`src/pkg/mtwsc_pkg.sv`:
```
// Package: constants, bus carriers and state types of the two-wire channel
package mtwsc_pkg;

	// Register byte addresses on the bus
	localparam logic [7:0] ADR_SHIFT = 8'h00;
	localparam logic [7:0] ADR_SVA   = 8'h04;
	localparam logic [7:0] ADR_CTRL  = 8'h08;
	localparam logic [7:0] ADR_FLAG  = 8'h0C;
	localparam logic [7:0] ADR_STAT  = 8'h10;
	localparam logic [7:0] ADR_PRESC = 8'h14;

	// Control register bit positions
	localparam int CTL_EN   = 7;
	localparam int CTL_LREL = 6;
	localparam int CTL_WREL = 5;
	localparam int CTL_SPIE = 4;
	localparam int CTL_WTIM = 3;
	localparam int CTL_ACKE = 2;
	localparam int CTL_STT  = 1;
	localparam int CTL_SPT  = 0;

	// Flag register bit positions
	localparam int FLG_STCF = 7;
	localparam int FLG_BUSY = 6;
	localparam int FLG_RSV  = 0;

	// Reset values
	localparam logic [7:0] RST_SHIFT = 8'h00;
	localparam logic [7:0] RST_SVA   = 8'h00;
	localparam logic [2:0] RST_PRESC = 3'h0;

	// Prescaler: field value 0..4 divides the main clock by 1..5
	localparam logic [2:0] PRESC_MAX = 3'h4;

	// Timing: data hold after the clock falls, in main-clock cycles
	localparam int CLK_PERIOD_NS = 10;
	localparam int HOLD_TIME_NS  = 300;
	localparam logic [4:0] HOLD_CYC =
		5'((HOLD_TIME_NS + CLK_PERIOD_NS - 1) / CLK_PERIOD_NS);
	// Half of the master clock period, in sampling ticks
	localparam logic [4:0] SCL_HALF_TICKS = 5'h19;

	// Address prefix of extension codes
	localparam logic [4:0] EXT_CODE = 5'h1E;

	// Bus request from the master and answer from the slave
	typedef struct packed {
		logic        cyc;
		logic        stb;
		logic        we;
		logic [7:0]  adr;
		logic [3:0]  sel;
		logic [31:0] dat;
	} mtwsc_wb_req_t;

	typedef struct packed {
		logic        ack;
		logic [31:0] dat;
	} mtwsc_wb_rsp_t;

	// Master sequencer phases
	typedef enum logic [3:0] {
		MPH_IDLE  = 4'h1,
		MPH_START = 4'h2,
		MPH_RUN   = 4'h4,
		MPH_STOP  = 4'h8
	} mtwsc_mph_t;

	// Complete state of the channel
	typedef struct packed {
		logic        ack;
		logic [31:0] rdat;
		logic [7:0]  shreg;
		logic [7:0]  sva;
		logic        en;
		logic        spie;
		logic        wtim;
		logic        acke;
		logic        stt;
		logic        spt;
		logic        rsv;
		logic        stcf;
		logic        busy;
		logic        mst;
		logic        ald;
		logic        exc;
		logic        coi;
		logic        trc;
		logic        ackd;
		logic        std;
		logic        spd;
		logic [2:0]  presc;
		logic [2:0]  pcnt;
		logic        tick;
		logic        scl_q;
		logic        sda_q;
		logic [3:0]  bcnt;
		logic        aphase;
		logic        waitst;
		logic        scl_oe_n;
		logic        sda_oe_n;
		logic [4:0]  mcnt;
		logic [4:0]  hcnt;
		logic        hpend;
		mtwsc_mph_t  mph;
		logic        irq;
	} mtwsc_state_t;

endpackage

```
`src/hdl/mtwsc_channel.sv`:
```
// Design: one multimaster two-wire serial channel with a bus slave
// Notes on behaviour
// - With the channel disabled no transfer happens and both lines are free.
// - Bytes of eight bits move over shared clock and data lines, multimaster.
// - As master, send start, address, direction bit, data and stop.
// - As slave, conditions and received bytes are recognised in hardware.
// - Clock and data pins are open drain: pulled low or released only.
// - Eight-bit shift register serves both directions and resets to zero.
// - Writing or reading the shift register lets the next byte proceed.
// - Own slave address register, readable and writable, resets to zero.
// - A latch keeps the level driven on the data pin between updates.
// - Interrupt on own address match and on extension code reception.
// - Count clocks sent and received to know when a byte is complete.
// - Interrupt at eighth or ninth clock fall, chosen by wait timing.
// - Interrupt on stop detection only while stop interrupt is enabled.
// - As master, clock pin is driven from the sampling clock.
// - Data line changes only a hold time after the clock falls.
// - Setting the start request generates a start condition.
// - Reservation disabled and bus busy: ignore start, set start failure.
// - Prescaler picks the sampling clock from the main clock.
// - Setting the stop request generates a stop condition.
// - Bus busy tracked from detected start and stop conditions.
//
// Our own choices: the register offsets and the Wishbone interface to the registers.
module mtwsc_channel (
	input  wire logic                    sys_clk_i,
	input  wire logic                    srst_i,
	input  wire mtwsc_pkg::mtwsc_wb_req_t wb_req_i,
	output      mtwsc_pkg::mtwsc_wb_rsp_t wb_rsp_o,
	input  wire logic                    serial_clock_pin_i,
	output      logic                    serial_clock_pin_o,
	output      logic                    serial_clock_pin_oe_n_o,
	input  wire logic                    serial_data_pin_i,
	output      logic                    serial_data_pin_o,
	output      logic                    serial_data_pin_oe_n_o,
	output      logic                    channel_interrupt_request_o
);
	import mtwsc_pkg::*;

	mtwsc_state_t s_reg;
	mtwsc_state_t s_next;
	logic         scl_rise;
	logic         scl_fall;
	logic         start_det;
	logic         stop_det;
	logic         req_new;
	logic         wr;
	logic         rd;
	logic         wr_ctrl;
	logic         part;
	logic         rel;
	logic [2:0]   div_lim;
	logic [7:0]   abyte;

	// True when the bus address selects the given register
	function automatic logic hit(input logic [7:0] adr,
			input logic [7:0] off);
		hit = (adr == off);
	endfunction

	// Line edges seen against the previous sample
	assign scl_rise  = ~s_reg.scl_q & serial_clock_pin_i;
	assign scl_fall  = s_reg.scl_q & ~serial_clock_pin_i;
	assign start_det = s_reg.en & s_reg.scl_q & serial_clock_pin_i &
		s_reg.sda_q & ~serial_data_pin_i;
	assign stop_det  = s_reg.en & s_reg.scl_q & serial_clock_pin_i &
		~s_reg.sda_q & serial_data_pin_i;

	// Bus strobes; a request counts once, in the cycle before ack
	assign req_new = wb_req_i.cyc & wb_req_i.stb & ~s_reg.ack;
	assign wr      = req_new & wb_req_i.we & wb_req_i.sel[0];
	assign rd      = req_new & ~wb_req_i.we;
	assign wr_ctrl = wr & hit(wb_req_i.adr, ADR_CTRL);
	assign part    = s_reg.mst | s_reg.coi | s_reg.exc;
	assign abyte   = {s_reg.shreg[6:0], serial_data_pin_i};
	// Ratios above five are clamped rather than left undefined
	assign div_lim = (s_reg.presc > PRESC_MAX) ? PRESC_MAX : s_reg.presc;

	// Wait is released by shift register access or the release bit
	// shift access trigger
	assign rel = s_reg.waitst & (
		((wr | rd) & hit(wb_req_i.adr, ADR_SHIFT)) |
		(wr_ctrl & wb_req_i.dat[CTL_WREL]));

	// Next-state logic
	always_comb begin
		s_next       = s_reg;
		s_next.ack   = 1'b0;
		s_next.irq   = 1'b0;
		s_next.tick  = 1'b0;
		s_next.scl_q = serial_clock_pin_i;
		s_next.sda_q = serial_data_pin_i;

		if (s_reg.pcnt >= div_lim) begin
			s_next.pcnt = 3'h0;
			s_next.tick = 1'b1;
		end else begin
			s_next.pcnt = s_reg.pcnt + 3'h1;
		end

		// Bus slave: read mux and answer; unmapped reads give zero
		if (req_new) begin
			s_next.ack  = 1'b1;
			s_next.rdat = 32'h0000_0000;
			if (hit(wb_req_i.adr, ADR_SHIFT)) begin
				s_next.rdat[7:0] = s_reg.shreg;
			end else if (hit(wb_req_i.adr, ADR_SVA)) begin
				s_next.rdat[7:0] = s_reg.sva;
			end else if (hit(wb_req_i.adr, ADR_CTRL)) begin
				s_next.rdat[7:0] = {s_reg.en, 2'b00, s_reg.spie,
					s_reg.wtim, s_reg.acke, s_reg.stt, s_reg.spt};
			end else if (hit(wb_req_i.adr, ADR_FLAG)) begin
				s_next.rdat[7:0] = {s_reg.stcf, s_reg.busy, 5'h00,
					s_reg.rsv};
			end else if (hit(wb_req_i.adr, ADR_STAT)) begin
				s_next.rdat[7:0] = {s_reg.mst, s_reg.ald, s_reg.exc,
					s_reg.coi, s_reg.trc, s_reg.ackd, s_reg.std,
					s_reg.spd};
			end else if (hit(wb_req_i.adr, ADR_PRESC)) begin
				s_next.rdat[2:0] = s_reg.presc;
			end
		end

		// Register writes; unmapped writes are acknowledged and dropped
		if (wr) begin
			if (hit(wb_req_i.adr, ADR_SHIFT)) begin
				s_next.shreg = wb_req_i.dat[7:0];
			end else if (hit(wb_req_i.adr, ADR_SVA)) begin
				s_next.sva = wb_req_i.dat[7:0];
			end else if (hit(wb_req_i.adr, ADR_CTRL)) begin
				s_next.en   = wb_req_i.dat[CTL_EN];
				s_next.spie = wb_req_i.dat[CTL_SPIE];
				s_next.wtim = wb_req_i.dat[CTL_WTIM];
				s_next.acke = wb_req_i.dat[CTL_ACKE];
				s_next.spt  = s_reg.spt | wb_req_i.dat[CTL_SPT];
				if (wb_req_i.dat[CTL_STT]) begin
					if (s_reg.rsv & s_reg.busy) begin
						s_next.stcf = 1'b1;
					end else begin
						s_next.stt = 1'b1;
					end
				end
			end else if (hit(wb_req_i.adr, ADR_FLAG)) begin
				s_next.rsv = wb_req_i.dat[FLG_RSV];
				// Writing zero clears; only a control write can set it
				if (~wb_req_i.dat[FLG_STCF]) begin
					s_next.stcf = 1'b0;
				end
			end else if (hit(wb_req_i.adr, ADR_PRESC)) begin
				s_next.presc = wb_req_i.dat[2:0];
			end
		end

		if (~s_next.en) begin // Start may ride on the enabling write
			// stopped mode: lines free, status cleared
			s_next.scl_oe_n = 1'b1;
			s_next.sda_oe_n = 1'b1;
			s_next.stt      = 1'b0;
			s_next.spt      = 1'b0;
			s_next.stcf     = 1'b0;
			s_next.busy     = 1'b0;
			s_next.mst      = 1'b0;
			s_next.ald      = 1'b0;
			s_next.exc      = 1'b0;
			s_next.coi      = 1'b0;
			s_next.trc      = 1'b0;
			s_next.ackd     = 1'b0;
			s_next.std      = 1'b0;
			s_next.spd      = 1'b0;
			s_next.bcnt     = 4'h0;
			s_next.aphase   = 1'b0;
			s_next.waitst   = 1'b0;
			s_next.hpend    = 1'b0;
			s_next.mph      = MPH_IDLE;
		end else begin
			// bus state from start and stop
			if (start_det) begin
				s_next.busy   = 1'b1;
				s_next.std    = 1'b1;
				s_next.spd    = 1'b0;
				s_next.bcnt   = 4'h0;
				s_next.aphase = 1'b1;
			end
			if (stop_det) begin
				s_next.busy   = 1'b0;
				s_next.spd    = 1'b1;
				s_next.std    = 1'b0;
				s_next.mst    = 1'b0;
				s_next.exc    = 1'b0;
				s_next.coi    = 1'b0;
				s_next.trc    = 1'b0;
				s_next.waitst = 1'b0;
				s_next.irq    = s_reg.spie;
			end

			// count clocks; shift in what the line carries
			if (scl_rise) begin
				if (s_reg.bcnt < 4'h8) begin
					s_next.shreg = abyte;
					s_next.bcnt  = s_reg.bcnt + 4'h1;
					// Lost arbitration: released a one, line was low
					if (s_reg.mst & s_reg.sda_oe_n & ~serial_data_pin_i) begin
						s_next.ald      = 1'b1;
						s_next.mst      = 1'b0;
						s_next.mph      = MPH_IDLE;
						s_next.scl_oe_n = 1'b1;
					end
					if (s_reg.bcnt == 4'h7 & s_reg.aphase & ~s_reg.mst) begin
						if (abyte[7:1] == s_reg.sva[7:1]) begin
							s_next.coi = 1'b1;
							s_next.irq = 1'b1;
						end
						if (abyte[7:3] == EXT_CODE) begin
							s_next.exc = 1'b1;
							s_next.irq = 1'b1;
						end
					end
				end else if (s_reg.bcnt == 4'h8) begin
					s_next.bcnt = 4'h9;
					if (s_reg.trc) begin
						s_next.ackd = ~serial_data_pin_i;
					end
				end
			end

			if (scl_fall) begin
				if (s_reg.bcnt == 4'h9) begin
					s_next.bcnt = 4'h0;
					// Direction takes effect once the address byte ends
					if (s_reg.aphase) begin
						s_next.aphase = 1'b0;
						s_next.trc = s_reg.mst ? ~s_reg.shreg[0] :
							s_reg.shreg[0];
					end
				end
				// eighth or ninth fall, per wait timing
				if (part & ((s_reg.bcnt == 4'h8 & ~s_reg.wtim) |
						(s_reg.bcnt == 4'h9 & s_reg.wtim))) begin
					s_next.irq      = 1'b1;
					s_next.waitst   = 1'b1;
					s_next.scl_oe_n = 1'b0;
				end
				s_next.hcnt  = HOLD_CYC;
				s_next.hpend = 1'b1;
			end

			// Leaving the wait restarts the data hold timer
			if (rel) begin
				s_next.waitst = 1'b0;
				s_next.hcnt   = HOLD_CYC;
				s_next.hpend  = 1'b1;
				if (~s_reg.mst) begin
					s_next.scl_oe_n = 1'b1;
				end
			end

			// data changes after the hold time
			if (s_reg.hpend & ~scl_fall & ~rel) begin
				if (s_reg.hcnt != 5'h00) begin
					s_next.hcnt = s_reg.hcnt - 5'h01;
				end else if (s_reg.mph == MPH_RUN | s_reg.mph == MPH_IDLE) begin
					s_next.hpend = 1'b0;
					if (~part | s_reg.bcnt == 4'h9) begin
						s_next.sda_oe_n = 1'b1;
					end else if (s_reg.bcnt == 4'h8) begin
						s_next.sda_oe_n = ~(s_reg.acke & ~s_reg.trc);
					end else begin
						s_next.sda_oe_n = ~(s_reg.trc & ~s_reg.shreg[7]);
					end
				end else begin
					s_next.hpend = 1'b0;
				end
			end

			// Exit from communication: back to standby, lines free
			if (wr_ctrl & wb_req_i.dat[CTL_LREL]) begin
				s_next.scl_oe_n = 1'b1;
				s_next.sda_oe_n = 1'b1;
				s_next.stt      = 1'b0;
				s_next.spt      = 1'b0;
				s_next.mst      = 1'b0;
				s_next.exc      = 1'b0;
				s_next.coi      = 1'b0;
				s_next.trc      = 1'b0;
				s_next.ackd     = 1'b0;
				s_next.std      = 1'b0;
				s_next.waitst   = 1'b0;
				s_next.hpend    = 1'b0;
				s_next.mph      = MPH_IDLE;
			end else begin
				case (s_reg.mph)
					MPH_IDLE: begin
						s_next.spt = 1'b0;
						if (s_reg.stt & ~s_reg.busy) begin
							s_next.mph      = MPH_START;
							s_next.sda_oe_n = 1'b0;
							s_next.mcnt     = 5'h00;
						end
					end
					MPH_START: begin
						if (s_reg.tick) begin
							s_next.mcnt = s_reg.mcnt + 5'h01;
						end
						// Hold clock low and wait for the address byte
						if (s_reg.tick & s_reg.mcnt == SCL_HALF_TICKS) begin
							s_next.scl_oe_n = 1'b0;
							s_next.mph      = MPH_RUN;
							s_next.mst      = 1'b1;
							s_next.trc      = 1'b1;
							s_next.stt      = 1'b0;
							s_next.waitst   = 1'b1;
							s_next.mcnt     = 5'h00;
						end
					end
					MPH_RUN: begin
						if (s_reg.spt & ~s_reg.scl_oe_n & ~s_reg.hpend) begin
							s_next.mph      = MPH_STOP;
							s_next.waitst   = 1'b0;
							s_next.sda_oe_n = 1'b0;
							s_next.mcnt     = 5'h00;
						end else if (~s_reg.waitst & s_reg.tick &
								~s_reg.hpend) begin // No rise inside the hold
							// clock from sampling ticks, stretch aware
							if (~s_reg.scl_oe_n | serial_clock_pin_i) begin
								if (s_reg.mcnt == SCL_HALF_TICKS - 5'h01) begin
									s_next.scl_oe_n = ~s_reg.scl_oe_n;
									s_next.mcnt     = 5'h00;
								end else begin
									s_next.mcnt = s_reg.mcnt + 5'h01;
								end
							end
						end
					end
					MPH_STOP: begin
						if (s_reg.tick) begin
							if (s_reg.mcnt == SCL_HALF_TICKS - 5'h01) begin
								s_next.mcnt = 5'h00;
								if (~s_reg.scl_oe_n) begin
									s_next.scl_oe_n = 1'b1;
								end else if (serial_clock_pin_i) begin
									s_next.sda_oe_n = 1'b1;
									s_next.spt      = 1'b0;
									s_next.mph      = MPH_IDLE;
								end
							end else begin
								s_next.mcnt = s_reg.mcnt + 5'h01;
							end
						end
					end
					default: begin
						s_next.mph = MPH_IDLE;
					end
				endcase
			end
		end
	end

	// State register; reset zeroes it but sets line samples and output enables high and the phase to MPH_IDLE
	always_ff @(posedge sys_clk_i) begin
		if (srst_i) begin
			s_reg          <= '0;
			s_reg.shreg    <= RST_SHIFT;
			s_reg.sva      <= RST_SVA;
			s_reg.presc    <= RST_PRESC;
			s_reg.scl_q    <= 1'b1;
			s_reg.sda_q    <= 1'b1;
			s_reg.scl_oe_n <= 1'b1;
			s_reg.sda_oe_n <= 1'b1;
			s_reg.mph      <= MPH_IDLE;
		end else begin
			s_reg <= s_next;
		end
	end

	// open drain: the level is always low, only the enable moves
	assign serial_clock_pin_o          = 1'b0;
	assign serial_data_pin_o           = 1'b0;
	assign serial_clock_pin_oe_n_o     = s_reg.scl_oe_n;
	assign serial_data_pin_oe_n_o      = s_reg.sda_oe_n;
	assign channel_interrupt_request_o = s_reg.irq;
	assign wb_rsp_o.ack                = s_reg.ack;
	assign wb_rsp_o.dat                = s_reg.rdat;
endmodule

```
`config.mk`:
```
export PLATFORM = sky130hd
export DESIGN_NAME = mtwsc_channel
export DESIGN_NICKNAME = d
export VERILOG_FILES = /design/src/pkg/mtwsc_pkg.sv /design/src/hdl/mtwsc_channel.sv
export SDC_FILE = /design/constraint.sdc
export NUM_CORES = 1
export LEC_CHECK = 0
export ABC_AREA = 1
export ABC_CLOCK_PERIOD_IN_PS = 2200
export BUFFER_PORTS_ARGS = -buffer_cell sky130_fd_sc_hd__buf_2
export CAP_MARGIN = 40
export CORE_MARGIN = 2
export CORE_UTILIZATION = 40
export DETAILED_ROUTE_END_ITERATION = 10
export PLACE_DENSITY = 0.69
export SLEW_MARGIN = 10
export SYNTH_ARGS = -nofsm -noshare
export SYNTH_HDL_FRONTEND = slang
export SYNTH_SLANG_ARGS = --single-unit
```
`constraint.sdc`:
```
create_clock -name sys_clk_i -period 2.2 [get_ports sys_clk_i]
set_input_delay 0.44 -clock sys_clk_i [delete_from_list [all_inputs] [get_ports sys_clk_i]]
set_output_delay 0.44 -clock sys_clk_i [all_outputs]
set_load 0.02 [all_outputs]
```
==> metrics.sh, run 1 <==
POST_ROUTE_ANTENNA_NET_VIOLATION_COUNT=0
MULTI_INPUT_COMB_AREA_UM2=2360
STARTING_DENSITY=0.409
DESIGN.FINAL.NETS=729
POSTLAYOUTCELLAREA_UM2=4860
SYNTHESIS.AREA_UM2=4410
PIN_COUNT_OF_THE_BIGGEST_NET_ENTERING_GLOBAL_ROUTING=35
DIE-AREA_UM2=11900
POWER_mW=2.76
FILLER_CELL_COUNT=1095
HPWLAFTERDP_UM=8700
NUMCLOCKSINKS=75
MOSTFREQUENTLAYOUTCELLS='sky130_fd_sc_hd__nand2_1 (104), sky130_fd_sc_hd__inv_1 (81), sky130_fd_sc_hd__dfxtp_1 (75), sky130_fd_sc_hd__nor2_1 (66), sky130_fd_sc_hd__o21ai_0 (56)'
CAP_VIOL_MAX_COUNT=0
LAYOUT_COMMONEST_CELL='sky130_fd_sc_hd__nand2_1'
FP.DIEH_UM=109
SETUP.WORST_PATH.START_CLASS='register'
GRT_USAGE=0.196
SYNTHDISTINCTLIBCELLS=40
GRT-OVFL-TOTAL=0
TIMING.SETUP.TNS_NS=0
P_COMB_FRAC=0.062
INTERNAL_POWER_mW=2.08
P_PER_AREA_nW_PER_UM2=568
CRITPATHMAXFANOUT=11
TIMING.CRITICAL_PATH.MAX_DELAY_FAMILY='simple AND/OR/NAND/NOR gates'
SYNTH_TOP_AREA_SHARE=0.340
CRITICAL_PATH_BUF_INV_COUNT=3
DETAILEDPLACE.WORSTSLACK_NS=0.141
TOTAL_LEAKAGE_POWER_nW=2.19
VDD_DROP_MAX_mV=0.341
PERIOD_SHARE=0.840
CLK_PIN_SLEW_WORST_PATHS_NS=0.08
RSZ_0062_RAISED_AFTER_GLOBAL_ROUTING='false'
DRT-VIAS-PER-INSTANCE=5.11
TIMING.FINAL.SETUP_VIOLATIONS=0
MIN-DELAY-PATH-CLASS='in -> reg'
SYNTH_AREA_PER_CELL_UM2=7.00
SYNTH.TOP_CELLS.BY_AREA='sky130_fd_sc_hd__dfxtp_1 (34%), sky130_fd_sc_hd__nand2_1 (8.8%), sky130_fd_sc_hd__inv_1 (6.9%), sky130_fd_sc_hd__o21ai_0 (6.4%), sky130_fd_sc_hd__buf_4 (6.3%)'
CTS_BUFFERS=9
REMAINING_DRC_ERRORS=0
TIMING.FINAL.WS_SETUP_NS=0.352
SYNTHESIZED_INSTANCE_COUNT=630
GRT_PASS1_VIAS=3932
SYNTH_WARN=0
CTS_REPAIR_RESIZE_COUNT=0
CRITICAL-PATH-SLOWEST-CELL='sky130_fd_sc_hd__o21ai_4'
BOUNDARYPINS=89
DETAIL_ROUTE.FIRST_PASS.ITERATIONS=5
ROWS=38
CTS_ROOT_BUF='sky130_fd_sc_hd__clkbuf_8'
SEQ_TOTAL_AREA_YOSYS=0.340
DETAIL_ROUTE.WL_PER_CELL_UM=13.7
SWITCHINGPOWER_uW=674
LAYOUT-AREA-OVERHEAD-VS-SYNTH_PCT=10.1
CRITPATHMOSTFREQUENTCELL='sky130_fd_sc_hd__inv_1'
CLOCK_TREE.HTREE_LEVEL_COUNT=3
WORSTSKEWPAIRLATENCY_NS=0.35
POSTROUTEWIRELENGTH_UM=11100
CRITICAL-PATH-MAX-STAGE-DELAY_NS=0.32
MAX_FFS_PER_REGISTER=56
TIMING.CRITICAL_PATH.TO_TYPE='register'
SYNTH_LARGEST_AREA_CELL='sky130_fd_sc_hd__dfxtp_1'
CP_DATA_ARRIVAL_TIME_NS=2.14
CTS-ROOT-TO-SINK-BUFFERS=2
FINAL-HOLD-VIOLATION-COUNT=0
POWER_SWITCHING_SHARE=0.244
FMAX_MHz=541
CTS_TREE='built'
WORST_CLOCK_SKEW_NS=0.0137
SLEW_VIOL_FINAL=0
CP.REQUIRED_NS=2.49
CTS.HOLD.BUFFERS_ADDED=0
GP_ROUTABILITY_CONGESTION=0.913
LAYOUT_MIN_CYCLE_TIME_NS=1.85
PORT_BUFFERS=35
POWER.SHARE.CLOCK=0.441
CORE_REGION_AREA_UM2=10800
FINAL_UTIL=0.450
POST-CTS-SETUP-BUFFER-COUNT=0
GLOBAL_ROUTE_WIRE_LENGTH_BEFORE_REPAIR_UM=18200
PATH_CLASS='reg -> reg'
SEQ_POWER_SHARE=0.497
LAYOUT-DRIVE-GT1-SHARE=0.156
FP.DIEW_UM=109
ROUTED-VIA-COUNT=4150
STATUS='complete, no violations'
AREA.SEQUENTIAL_UM2=1500
POSTSYNTHREGISTERBITS=75
TIMING.CRITICAL_PATH.CELLS='inv_1, nand3_1, nor2_4, nand2_4, o21ai_4, nor2_8, nand2_2, inv_1, nand2_1, inv_1, nand2_1'
NUM_ANTENNA_CELLS=0
PLACED_CELL_AREA_UM2=4630
1ST_ITER_DRT_VIOLS=220
NUMBER_OF_ANTENNA_VIOLATIONS_AT_THE_FIRST_CHECK_IN_GLOBAL_ROUTING=0
==> layout make-up <==
cell class / count / area share
clock buffer: 11 / 0.0291
clock inverter: 5 / 0.0175
inverter: 86 / 0.0664
multi-input combinational: 449 / 0.486
sequential: 75 / 0.309
tap: 140 / 0.0360
timing repair buffer: 46 / 0.0556
==> final timing paths <==
check,slack [ns],startpoint,to,cells past startpoint
max,0.35,wb_rsp_o[32]$_SDFF_PP0_,serial_data_pin_oe_n_o$_SDFF_PP1_,11
min,0.36,wb_req_i[6],s_reg[56]$_SDFFE_PP0P_,3
max reg2reg,0.35,wb_rsp_o[32]$_SDFF_PP0_,serial_data_pin_oe_n_o$_SDFF_PP1_,11
min reg2reg,0.46,s_reg[27]$_SDFF_PP0_,s_reg[27]$_SDFF_PP0_,1
==> power by group through the flow <==
stage                     Clock [mW]  Combinational (mW)  Sequential, mW
after floorplan                    0               0.153            1.40
after global placement             0               0.166            1.40
after detailed placement           0               0.169            1.40
after CTS                       1.25               0.169            1.37
after global routing            1.29               0.187            1.37
final                           1.22               0.170            1.37
==> routing by layer <==
layer,up-vias,share of wire,track usage,routed length (µm)
li1,2067,-,-,-
met1,1921,0.43,0.232,4810
met2,132,0.49,0.349,5410
met3,30,0.053,0.0400,585
met4,0,0.029,0.0696,318
met5,-,0,0,0
==> worst min-delay path, cell delays in order <==
cell and delay [ns]:
sky130_fd_sc_hd__buf_2 0.11, sky130_fd_sc_hd__inv_1 0.06, sky130_fd_sc_hd__a21oi_1 0.06
==> per-stage QoR <==
stage               hold slack, ns  cells
finish                       0.358    812
global route                 0.356    812
CTS                          0.339    812
detailed placement           0.445    796
global placement             0.431    796
floorplan                    0.417    655
==> cell families (layout without fill, tap and decap cells) <==
kind of cell    Yosys count  in the layout  share of synthesized area
simple gates            258            258                      0.275
compound gates          140            140                      0.180
buf+inv                 131            148                      0.145
flops                    75             75                      0.340
xor+xnor                 14             14                     0.0278
fa+ha+maj                11             11                     0.0312
other cells               1             26                   0.000850
==> cells in the mapped netlist, drive strengths merged <==
cell type,number
or2,5
nand2,113
nor3,10
xor2,8
nor2,78
clkbuf,5
ha,11
dfxtp,75
o21ai,61
o22ai,1
a31oi,6
o211ai,4
buf,40
a211oi,2
a32oi,2
o2111ai,2
a21oi,61
xnor2,6
and2,1
nand4,10
conb,1
nor4,3
inv,86
nand3,37
and3,1
a41oi,1
Note: power is estimated with default switching activity, not from simulation.
==> run 2: changes to the inputs <==
- ABC_CLOCK_PERIOD_IN_PS: 2200 -> 1650
- PLACE_DENSITY: 0.69 -> 0.72
- clock period: 2.2 -> 1.65 ns (I/O delays scaled with it)
==> run 2 against run 1 <==
Maximum frequency up 17%. Clock power hardly changed. Die area unchanged. Register-to-register slack got worse by 0.29 ns. Worst setup slack worse by 0.29 ns. Largest power group unchanged. Cell count rose by 6.8%. Highest routed layer unchanged.
==> metrics.sh, run 2 (synthesis gave the netlist of run 1 again) <==
PIN_COUNT_OF_THE_BIGGEST_NET_ENTERING_GLOBAL_ROUTING=28  # -20%
CORE_REGION_AREA_UM2=10800  # unchanged
HPWLAFTERDP_UM=8730  # +0.35%
ROUTED-VIA-COUNT=4254  # +2.5%
REMAINING_DRC_ERRORS=0  # unchanged
MIN-DELAY-PATH-CLASS='in -> reg'
TIMING.SETUP.TNS_NS=0  # unchanged
NUMBER_OF_ANTENNA_VIOLATIONS_AT_THE_FIRST_CHECK_IN_GLOBAL_ROUTING=0  # unchanged
STATUS='complete, no violations'
CAP_VIOL_MAX_COUNT=0  # unchanged
STARTING_DENSITY=0.409  # unchanged
FP.DIEW_UM=109  # unchanged
DETAIL_ROUTE.FIRST_PASS.ITERATIONS=5  # unchanged
SEQ_POWER_SHARE=0.546  # +0.049
VDD_DROP_MAX_mV=0.713  # +110%
LAYOUT_COMMONEST_CELL='sky130_fd_sc_hd__nand2_1'
CTS_TREE='built'
NUM_ANTENNA_CELLS=0  # unchanged
POWER.SHARE.CLOCK=0.374  # -0.067
MOSTFREQUENTLAYOUTCELLS='sky130_fd_sc_hd__nand2_1 (102), sky130_fd_sc_hd__inv_1 (73), sky130_fd_sc_hd__dfxtp_1 (67), sky130_fd_sc_hd__buf_4 (64), sky130_fd_sc_hd__nor2_1 (62)'
GRT_PASS1_VIAS=3876  # -1.4%
GRT.MET1_USAGE=0.245  # +0.0134
P_PER_AREA_nW_PER_UM2=617  # +8.7%
LAYOUT-DRIVE-GT1-SHARE=0.275  # +0.119
GLOBAL_ROUTE.USAGE.MET2=0.336  # -0.0129
LAYOUT-AREA-OVERHEAD-VS-SYNTH_PCT=22.6
DETAIL_ROUTE.WL_PER_CELL_UM=13.2  # -4.0%
CP.REQUIRED_NS=1.91  # -0.58 ns
GLOBAL_ROUTE_WIRE_LENGTH_BEFORE_REPAIR_UM=18200  # +0.19%
CP_DATA_ARRIVAL_TIME_NS=1.84  # -0.30 ns
FINAL-HOLD-VIOLATION-COUNT=0  # unchanged
PLACE_INST=844  # +6.0%
CLK_PIN_SLEW_WORST_PATHS_NS=0.08  # about the same
INTERNAL_POWER_mW=2.44  # +17%
WORST_CLOCK_SKEW_NS=0.0138  # +0.000136 ns
SLEW_VIOL_FINAL=0  # unchanged
GRT-OVFL-TOTAL=0  # unchanged
TOTAL_LEAKAGE_POWER_nW=2.46  # +13%
WORSTSKEWPAIRLATENCY_NS=0.37  # +0.02 ns
POWER_SWITCHING_SHARE=0.269  # +0.0247
GRT.MET3_USAGE=0.0562  # +0.0161
PATH_CLASS='reg -> reg'
POST_ROUTE_ANTENNA_NET_VIOLATION_COUNT=0  # unchanged
MAX_FFS_PER_REGISTER=56  # unchanged
GRT.BUSIEST_LAYER='met2'
FILLER_CELL_COUNT=1064  # -2.8%
CTS_BUFFERS=9  # unchanged
NUMCLOCKSINKS=75  # unchanged
TIMING.FINAL.SETUP_VIOLATIONS=0  # unchanged
GP_ROUTABILITY_CONGESTION=1.00  # +10%
1ST_ITER_DRT_VIOLS=246  # +12%
TIMING.CRITICAL_PATH.TO_TYPE='register'
POSTLAYOUTCELLAREA_UM2=5410  # +11%
DRT-VIAS-PER-INSTANCE=4.91  # -4.0%
BOUNDARYPINS=89  # unchanged
PORT_BUFFERS=35  # unchanged
FINAL_CELL_COUNT_NO_FILL=867  # +6.8%
CRITPATHMAXFANOUT=6  # -5
POSTROUTEWIRELENGTH_UM=11400  # +2.5%
PERIOD_SHARE=0.961  # +0.121
FP.DIEH_UM=109  # unchanged
CTS_ROOT_BUF='sky130_fd_sc_hd__clkbuf_8'
PLACED_CELL_AREA_UM2=4990  # +7.8%
CLOCK_TREE.HTREE_LEVEL_COUNT=3  # unchanged
ROWS=38  # unchanged
LAYOUT_MIN_CYCLE_TIME_NS=1.59  # -0.263 ns
SWITCHINGPOWER_uW=898  # +33%
SETUP.WORST_PATH.START_CLASS='register'
DIE-AREA_UM2=11900  # unchanged
P_COMB_FRAC=0.080  # +0.018
FMAX_MHz=631  # +17%
GRT_USAGE=0.198  # +0.00186
DESIGN.FINAL.NETS=785  # +7.7%
FINAL_UTIL=0.501  # +0.0510
CTS-ROOT-TO-SINK-BUFFERS=2  # unchanged
==> run 2: final cells by class <==
| type | instances | area [µm²] | area share |
|---|---|---|---|
| tap | 140 | 175 | 0.0324 |
| timing repair buffer | 102 | 707 | 0.131 |
| clock inverter | 4 | 28.8 | 0.00532 |
| multi-input combinational | 449 | 2530 | 0.467 |
| inverter | 86 | 328 | 0.0606 |
| clock buffer | 11 | 131 | 0.0243 |
| sequential | 75 | 1510 | 0.280 |
==> run 2: layer usage <==
metal  vias up  routed length, µm
met3        19                697
met5         -                  0
met4         0                164
li1       2185                  -
met1      1918               5080
met2       132               5460
==> run 2: power by group through the flow <==
stage	logic, mW	clock network [mW]	registers [mW]
after global routing	0.293	1.34	1.83
after global placement	0.254	0	1.87
after detailed placement	0.255	0	1.87
after floorplan	0.204	0	1.87
after CTS	0.256	1.27	1.83
final	0.266	1.25	1.82
==> run 2: worst max-delay path, stage by stage (launching register included) <==
cell and delay [ns]:
sky130_fd_sc_hd__dfxtp_2 0.33, sky130_fd_sc_hd__inv_2 0.06, sky130_fd_sc_hd__nand3_4 0.07, sky130_fd_sc_hd__nor2_4 0.17, sky130_fd_sc_hd__nand2_4 0.11, sky130_fd_sc_hd__o21ai_4 0.23, sky130_fd_sc_hd__buf_12 0.16, sky130_fd_sc_hd__nor2_8 0.04
sky130_fd_sc_hd__nand2_8 0.10, sky130_fd_sc_hd__buf_4 0.16, sky130_fd_sc_hd__a21oi_1 0.05
==> run 2: metrics by stage <==
step	hold WS, ns	setup WS (ns)	power, mW
2_1_floorplan	0.409	0.0737	2.07
3_3_place_gp	0.433	-0.144	2.12
3_5_place_dp	0.436	-0.149	2.12
4_1_cts	0.214	0.00683	3.35
5_1_grt	0.234	-0.0286	3.46
6_report	0.227	0.0646	3.34
==> run 2: path summary, 6_finish.rpt <==
check | from | endpoint | slack, ns | cells past startpoint
worst max-delay path | wb_rsp_o[32]$_SDFF_PP0_ | s_reg[18]$_SDFF_PP0_ | 0.06 | 10
worst min-delay path | wb_req_i[6] | s_reg[56]$_SDFFE_PP0P_ | 0.23 | 3
worst max register to register | wb_rsp_o[32]$_SDFF_PP0_ | s_reg[18]$_SDFF_PP0_ | 0.06 | 10
worst min register to register | s_reg[27]$_SDFF_PP0_ | s_reg[27]$_SDFF_PP0_ | 0.45 | 1
==> run 2: what timing repair did <==
action | in CTS | in global routing
setup buffers | 0 | 8
pin swaps | 0 | 14
endpoints found under the setup margin | 1 | 33
gates resized for setup | 1 | 58
hold buffers | 0 | 0
